### config.mk
export PLATFORM = sky130hd
export DESIGN_NAME = sss_sleep_sram
export DESIGN_NICKNAME = d
export VERILOG_FILES = /design/src/core/sss_pkg.sv /design/src/core/sss_sleep_fsm.sv /design/src/core/sss_sleep_sram.sv
export SDC_FILE = /design/constraint.sdc
export NUM_CORES = 1
export LEC_CHECK = 0
export BUFFER_PORTS_ARGS = -buffer_cell sky130_fd_sc_hd__buf_2
export CORE_ASPECT_RATIO = 1.1
export CORE_UTILIZATION = 50
export CTS_CLUSTER_DIAMETER = 40
export DETAILED_ROUTE_END_ITERATION = 16
export PLACE_DENSITY = 0.67
export SLEW_MARGIN = 0
export SYNTH_ARGS = -nofsm -noshare
export SYNTH_HDL_FRONTEND = slang
export SYNTH_SLANG_ARGS = --single-unit
### constraint.sdc
create_clock -name sys_clk_i -period 3.6 [get_ports sys_clk_i]
set_input_delay 0.54 -clock sys_clk_i [delete_from_list [all_inputs] [get_ports sys_clk_i]]
set_output_delay 0.54 -clock sys_clk_i [all_outputs]
set_load 0.03 [all_outputs]
### src/core/sss_pkg.sv
package sss_pkg;

  // Clock and documented times, in picoseconds
  localparam int unsigned CLK_PERIOD_PS = 4000;
  localparam int unsigned SLEEP_RECOVERY_TIME_PS = 20000;

  // Least time rounds up to whole cycles
  localparam int unsigned RECOVERY_CYC_INT =
    (SLEEP_RECOVERY_TIME_PS + CLK_PERIOD_PS - 1) / CLK_PERIOD_PS;

  // Clocks from the first edge that sees the request high to sleep
  localparam int unsigned ENTRY_CYC_INT = 2;

  localparam int unsigned CNT_W = 4;
  localparam logic [CNT_W-1:0] RECOVERY_CYC = CNT_W'(RECOVERY_CYC_INT);
  localparam logic [CNT_W-1:0] ENTRY_CYC = CNT_W'(ENTRY_CYC_INT);
  localparam logic [CNT_W-1:0] CNT_ZERO = 4'h0;
  localparam logic [CNT_W-1:0] CNT_ONE = 4'h1;

  // Retained array geometry
  localparam int unsigned ADDR_W = 4;
  localparam int unsigned DATA_W = 18;
  localparam int unsigned DEPTH = 16;
  localparam logic [DATA_W-1:0] DATA_RST = 18'h00000;

  typedef enum logic [1:0] {
    SSS_AWAKE = 2'b00,
    SSS_ENTER = 2'b01,
    SSS_SLEEP = 2'b10,
    SSS_RECOVER = 2'b11
  } sss_state_e;

endpackage : sss_pkg

### src/core/sss_sleep_fsm.sv
`timescale 1ns/10ps
`default_nettype none

module sss_sleep_fsm (
  input wire logic sys_clk_i,
  input wire logic nrst_i,
  input wire logic sleep_request_i,
  output logic asleep_o,
  output logic recovering_o,
  output logic ready_o
);
  import sss_pkg::*;

  sss_state_e state_ff;
  sss_state_e nxt_state;
  logic [CNT_W-1:0] cnt_ff;
  logic [CNT_W-1:0] nxt_cnt;

  // Count reaches the entry figure at the first edge after the first high one
  wire logic entry_done = (cnt_ff >= ENTRY_CYC);
  wire logic rec_done = (cnt_ff + CNT_ONE) >= RECOVERY_CYC;

  always_comb begin
    nxt_state = state_ff;
    nxt_cnt = cnt_ff;
    case (state_ff)
      SSS_AWAKE: begin
        if (sleep_request_i) begin
          nxt_state = SSS_ENTER;
          nxt_cnt = CNT_ONE;
        end
      end
      SSS_ENTER: begin
        // Request dropped before sleep: never slept, resume at once
        if (!sleep_request_i) begin
          nxt_state = SSS_AWAKE;
        end else if (entry_done) begin
          nxt_state = SSS_SLEEP;
        end else begin
          nxt_cnt = cnt_ff + CNT_ONE;
        end
      end
      SSS_SLEEP: begin
        if (!sleep_request_i) begin
          nxt_state = SSS_RECOVER;
          nxt_cnt = CNT_ZERO;
        end
      end
      SSS_RECOVER: begin
        if (sleep_request_i) begin
          nxt_state = SSS_ENTER;
          nxt_cnt = CNT_ONE;
        end else if (rec_done) begin
          nxt_state = SSS_AWAKE;
        end else begin
          nxt_cnt = cnt_ff + CNT_ONE;
        end
      end
      default: begin
        nxt_state = SSS_AWAKE;
        nxt_cnt = CNT_ZERO;
      end
    endcase
  end

  always_ff @(posedge sys_clk_i) begin
    if (!nrst_i) begin
      state_ff <= SSS_AWAKE;
      cnt_ff <= CNT_ZERO;
    end else begin
      state_ff <= nxt_state;
      cnt_ff <= nxt_cnt;
    end
  end

  assign asleep_o = (state_ff == SSS_SLEEP);
  assign recovering_o = (state_ff == SSS_RECOVER);
  assign ready_o = (state_ff == SSS_AWAKE);

  a_entry_two_clk: assert property (@(posedge sys_clk_i) disable iff (!nrst_i)
    (ready_o && sleep_request_i) ##1 sleep_request_i ##1 sleep_request_i |=> asleep_o)
    else $error("sleep not entered two clocks after request");

  a_sleep_no_timeout: assert property (@(posedge sys_clk_i) disable iff (!nrst_i)
    (asleep_o && sleep_request_i) |=> asleep_o)
    else $error("sleep left while request high");

  a_sleep_exit: assert property (@(posedge sys_clk_i) disable iff (!nrst_i)
    (asleep_o && !sleep_request_i) |=> (recovering_o && !asleep_o))
    else $error("sleep kept after request low");

  a_recovery_min: assert property (@(posedge sys_clk_i) disable iff (!nrst_i)
    $fell(asleep_o) |-> (!ready_o)[*5])
    else $error("resumed before recovery interval");

  a_recovery_max: assert property (@(posedge sys_clk_i) disable iff (!nrst_i)
    ($fell(asleep_o) && !sleep_request_i) ##1 (!sleep_request_i)[*4] |=> ready_o)
    else $error("recovery longer than interval");

endmodule : sss_sleep_fsm
`default_nettype wire

### src/core/sss_sleep_sram.sv
`timescale 1ns/10ps
`default_nettype none

module sss_sleep_sram (
  input wire logic sys_clk_i,
  input wire logic nrst_i,
  input wire logic sleep_request_i,
  input wire logic select_i,
  input wire logic write_i,
  input wire logic [sss_pkg::ADDR_W-1:0] addr_i,
  input wire logic [sss_pkg::DATA_W-1:0] wdata_i,
  input wire logic out_en_n_i,
  output logic [sss_pkg::DATA_W-1:0] dq_o,
  output logic dq_oe_o,
  output logic asleep_o,
  output logic recovering_o,
  output logic write_blocked_o
);
  import sss_pkg::*;

  logic [DATA_W-1:0] mem [DEPTH];
  logic [DATA_W-1:0] data_ff;
  logic [DATA_W-1:0] nxt_data;
  logic drive_ff;
  logic nxt_drive;
  logic ready;
  logic asleep;
  logic recovering;

  sss_sleep_fsm u_fsm (
    .sys_clk_i(sys_clk_i),
    .nrst_i(nrst_i),
    .sleep_request_i(sleep_request_i),
    .asleep_o(asleep),
    .recovering_o(recovering),
    .ready_o(ready)
  );

  // Commands are ignored entirely while asleep
  wire logic cmd_live = select_i && !asleep;
  // Writes during recovery are dropped, which protects the array
  // against a controller that breaks the recovery protocol
  wire logic wr_go = cmd_live && write_i && !recovering;
  wire logic rd_go = cmd_live && !write_i;
  // Any capture other than a read turns the drivers off next edge
  wire logic deselect = !rd_go;

  always_comb begin
    nxt_data = data_ff;
    nxt_drive = drive_ff;
    if (asleep) begin
      nxt_drive = 1'b0;
    end else if (rd_go) begin
      nxt_data = mem[addr_i];
      nxt_drive = 1'b1;
    end else if (deselect) begin
      // Single cycle deselect: off at the next edge, the same stage at which a read turns on
      nxt_drive = 1'b0;
    end
  end

  // No reset on the array; contents are retained, not initialised
  always_ff @(posedge sys_clk_i) begin
    if (wr_go) begin
      mem[addr_i] <= wdata_i;
    end
  end

  always_ff @(posedge sys_clk_i) begin
    if (!nrst_i) begin
      data_ff <= DATA_RST;
      drive_ff <= 1'b0;
    end else begin
      data_ff <= nxt_data;
      drive_ff <= nxt_drive;
    end
  end

  // Output enable pin acts without the clock
  assign dq_oe_o = drive_ff && !out_en_n_i && !asleep;
  assign dq_o = data_ff;
  assign asleep_o = asleep;
  assign recovering_o = recovering;
  // Entry takes writes, so only sleep and recovery block them
  assign write_blocked_o = asleep || recovering;

  // Separate recovery timer, read only by the checks below,
  // so they do not lean on the state machine's own counter
  logic [CNT_W-1:0] wake_cnt_ff;
  logic [CNT_W-1:0] nxt_wake_cnt;

  always_comb begin
    nxt_wake_cnt = wake_cnt_ff;
    if (asleep) begin
      nxt_wake_cnt = CNT_ZERO;
    end else if (wake_cnt_ff != RECOVERY_CYC) begin
      nxt_wake_cnt = wake_cnt_ff + CNT_ONE;
    end
  end

  always_ff @(posedge sys_clk_i) begin
    if (!nrst_i) begin
      wake_cnt_ff <= RECOVERY_CYC;
    end else begin
      wake_cnt_ff <= nxt_wake_cnt;
    end
  end

  // Sleep entry
  a_entry_not_early: assert property (@(posedge sys_clk_i) disable iff (!nrst_i)
    (ready && sleep_request_i) |=> !asleep ##1 !asleep)
    else $error("sleep entered too early");

  a_entry_abort: assert property (@(posedge sys_clk_i) disable iff (!nrst_i)
    (ready && sleep_request_i) ##1 !sleep_request_i |=> ready)
    else $error("dropped request did not return awake");

  a_entry_write_kept: assert property (@(posedge sys_clk_i) disable iff (!nrst_i)
    (!ready && !asleep && !recovering && select_i && write_i) |-> wr_go)
    else $error("write refused during entry");

  // Sleep
  a_sleep_no_write: assert property (@(posedge sys_clk_i) disable iff (!nrst_i)
    asleep |-> !wr_go)
    else $error("array written while asleep");

  a_sleep_data_held: assert property (@(posedge sys_clk_i) disable iff (!nrst_i)
    (asleep && $past(asleep)) |-> $stable(data_ff))
    else $error("output register changed while asleep");

  a_sleep_hiz: assert property (@(posedge sys_clk_i) disable iff (!nrst_i)
    asleep |-> !dq_oe_o)
    else $error("drivers on while asleep");

  a_sleep_read_ignored: assert property (@(posedge sys_clk_i) disable iff (!nrst_i)
    (asleep && select_i && !write_i) |=> !drive_ff)
    else $error("read taken while asleep");

  a_sleep_blocked: assert property (@(posedge sys_clk_i) disable iff (!nrst_i)
    asleep |-> write_blocked_o)
    else $error("writes shown open while asleep");

  a_wake_drivers_off: assert property (@(posedge sys_clk_i) disable iff (!nrst_i)
    $fell(asleep) |-> !dq_oe_o)
    else $error("drivers on at wake");

  // Recovery
  a_recover_no_write: assert property (@(posedge sys_clk_i) disable iff (!nrst_i)
    recovering |-> !wr_go)
    else $error("write taken during recovery");

  a_recover_blocked: assert property (@(posedge sys_clk_i) disable iff (!nrst_i)
    recovering |-> write_blocked_o)
    else $error("writes shown open during recovery");

  a_awake_open: assert property (@(posedge sys_clk_i) disable iff (!nrst_i)
    ready |-> !write_blocked_o)
    else $error("writes shown blocked while awake");

  a_wake_timer_full: assert property (@(posedge sys_clk_i) disable iff (!nrst_i)
    ready |-> (wake_cnt_ff == RECOVERY_CYC))
    else $error("awake before recovery time counted out");

  a_wake_timer_low: assert property (@(posedge sys_clk_i) disable iff (!nrst_i)
    recovering |-> (wake_cnt_ff < RECOVERY_CYC))
    else $error("recovery lasted past its time");

  a_wake_read: assert property (@(posedge sys_clk_i) disable iff (!nrst_i)
    (recovering && select_i && !write_i) |=> drive_ff)
    else $error("read refused during recovery");

  // Data path
  a_read_drives: assert property (@(posedge sys_clk_i) disable iff (!nrst_i)
    rd_go ##1 (!out_en_n_i && !asleep) |-> dq_oe_o)
    else $error("read did not drive outputs");

  a_deselect_off: assert property (@(posedge sys_clk_i) disable iff (!nrst_i)
    (!select_i && !asleep) |=> !dq_oe_o)
    else $error("drivers on after deselect");

  a_pin_gates_drive: assert property (@(posedge sys_clk_i) disable iff (!nrst_i)
    out_en_n_i |-> !dq_oe_o)
    else $error("drivers on with output enable pin high");

  a_data_holds: assert property (@(posedge sys_clk_i) disable iff (!nrst_i)
    !rd_go |=> $stable(dq_o))
    else $error("read data changed without a read");

  a_write_read: assert property (@(posedge sys_clk_i) disable iff (!nrst_i)
    wr_go ##1 (rd_go && addr_i == $past(addr_i)) |=> dq_o == $past(wdata_i, 2))
    else $error("read returned wrong data");

endmodule : sss_sleep_sram
`default_nettype wire

==> metrics.csv <==
metric,value,unit
grt_pass1_vias,6344,
final_cell_mix,"288 x edfxtp_1, 74 x mux2i_1, 48 x buf_2",
wl,25.6,mm
die-area,24700,µm²
first_pass_iters,5,
place.gp.congestion,0.790,
num_vias,6315,
drc,0,
setup_viol,0,
fin_ws,1280,ps
fin_skew,12.4,ps
finalHoldViolations,0,
tns,0,ps
layout_commonest_cell,edfxtp_1,
drive_gt1_share,23.3,%
htreeDepth,1,
reg2regPathDepth,4,
finalCriticalPeriod,2320,ps
cap_violations,0,
async_reset_ff_share,0,%
holdBufCountCts,0,
syn_nets,679,
outcome,completed,
crit_fanout,10,
start_kind,flip-flop,
cts-resized-gates,0,
grt-ovfl-total,0,
io_buffers,49,
dp_hpwl,15.2,mm
cts_setup_buffers,0,
max_freq,0.430,GHz
yosys_warnings,0,
pre_cts_ws,964,ps
synth_area,12000,µm²
fp.dieW,150,µm
grt_start_max_net_pins,49,
worstHoldPathCells,1,
n_fill_cell,1734,
clock_path_buffers,3,
avgViaCountPerCell,6.03,
worst_skew_pair.late_latency,560,ps
r2r_setup_slack,1290,ps
core.rowCount,59,
cts_tree,built,
worst_ep_arrival_time,1780,ps
antenna_found_initial,1,
multi_input_area,2680,µm²
grtUsageTotal,21.4,%
drv_slew,0,
synth_cell_type_count,36,
netlist_instances,647,
synth-seq-cells,313,
syn_area_per_cell,18.6,µm²
ir_drop,325,µV
ant_nets,0,
seq_area_frac_synth,76.1,%
crit_type,flip-flop to primary output,
p_per_area,546,nW/µm²
leakage,4.62,nW
max_slew.worst_pin.slew,780,ps
io_pins,50,
dr.first_iter.drc_count,476,
syn_to_final_growth,13.6,%
whs_endpoint,mem[8][10],
slew_headroom,47.9,%
cts_buffers,31,
finalCritPeriodShare,64.6,%
seq_area,9150,µm²
initial_core_util,50.9,%
cts_sinks,313,
r2r-end,mem[9][5],
hp-class,primary input to flip-flop,
end_kind,primary output,
nets,749,
min_from,wdata_i[10],
p_total,7.46,mW
grt_pass1_wl,38.3,mm
synth-edff-count,288,
core_region_area,23600,µm²
wl_per_cell,24.5,µm
root_buffer,clkbuf_16,
ys.flop_type,edfxtp_1,
die_h,165,µm
worst_ep_required_time,3060,ps
rsz0062_at_grt,false,
cts.reportedPaths.clkPinSlew,60,ps
-- logic make-up (layout without fill, tap and decap cells) --
kind of cell | Yosys count | in the layout | share of synthesized area, %
muxes | 110 | 110 | 12.9
AOI/OAI and AO/OA | 100 | 100 | 5.33
buffers and inverters | 41 | 136 | 2.06
DFF | 313 | 313 | 76.1
adders and majority gates | 4 | 4 | 0.416
and+or+nand+nor | 76 | 76 | 3.00
other | 0 | 1 | 0
xor gates and xnor gates | 3 | 3 | 0.219
-- per-stage QoR --
stage          cells  area (µm²)  util (%)  hold WS (ps)
3_3_place_gp     989       12700      53.7           498
2_1_floorplan    647       12000         -           486
4_1_cts         1047       13700      57.8           348
3_5_place_dp     989       12700      53.7           505
5_1_grt         1048       13700      57.8           357
6_report        1048       13700      57.8           362
-- registers in the layout (all words and copies together), names as in the netlist, named ones only --
name and count:
mem 288, u_fsm.cnt_ff 4, drive_ff 1, u_fsm.state_ff 1
dq_o 18
-- Yosys cell counts, types with 2 or more instances --
cell type	n	area (µm²)
nand3_1	2	10.0
a31oi_1	18	113
a21oi_1	3	15.0
o21ai_0	9	45.0
nand2b_1	2	12.5
buf_2	9	45.0
o22ai_1	31	194
clkbuf_1	12	45.0
nand2_1	19	71.3
edfxtp_1	288	8650
dfxtp_1	25	500
mux4_2	36	811
buf_6	6	67.6
nor3_1	5	25.0
nor2b_1	5	31.3
ha_1	4	50.1
o21ai_1	12	60.1
nor2_1	32	120
and2_1	3	18.8
inv_1	4	15.0
o32ai_1	5	43.8
a22oi_1	18	135
xnor2_1	2	17.5
mux2i_1	74	741
nor3b_1	3	22.5
buf_4	10	75.1
-- critical path: stages, from the launching register on --
cell	delay, ps
dfxtp_1	470
nor2b_1	470
buf_2	290
-- power breakdown --
part	internal (mW)	switching [mW]
sequential	4.02	0.0219
combinational	0.133	0.250
clock	1.74	1.30
total	5.89	1.57
-- worst max path at each step --
stage,to,cells after the start
after global routing,dq_oe_o,3
after detailed placement,mem[11][10],4
final,asleep_o,2
after floorplan,mem[0][0],4
after global placement,mem[11][10],4
after CTS,asleep_o,2
-- cell type report --
type	instances	area share, %
sequential	313	67.0
multi-input combinational	293	19.6
clock buffer	46	6.31
timing repair buffer	74	3.40
tap	305	2.79
clock inverter	12	0.779
inverter	4	0.110
antenna	1	0.0183
-- layer usage --
| layer | track usage [%] | wire [µm] | vias up |
|---|---|---|---|
| met2 | 36.1 | 12800 | 284 |
| met1 | 28.2 | 10200 | 3218 |
| met5 | 0 | 0 | - |
| li1 | - | - | 2757 |
| met3 | 3.84 | 1950 | 56 |
| met4 | 7.07 | 688 | 0 |
Note: power is estimated with default switching activity, not from simulation.
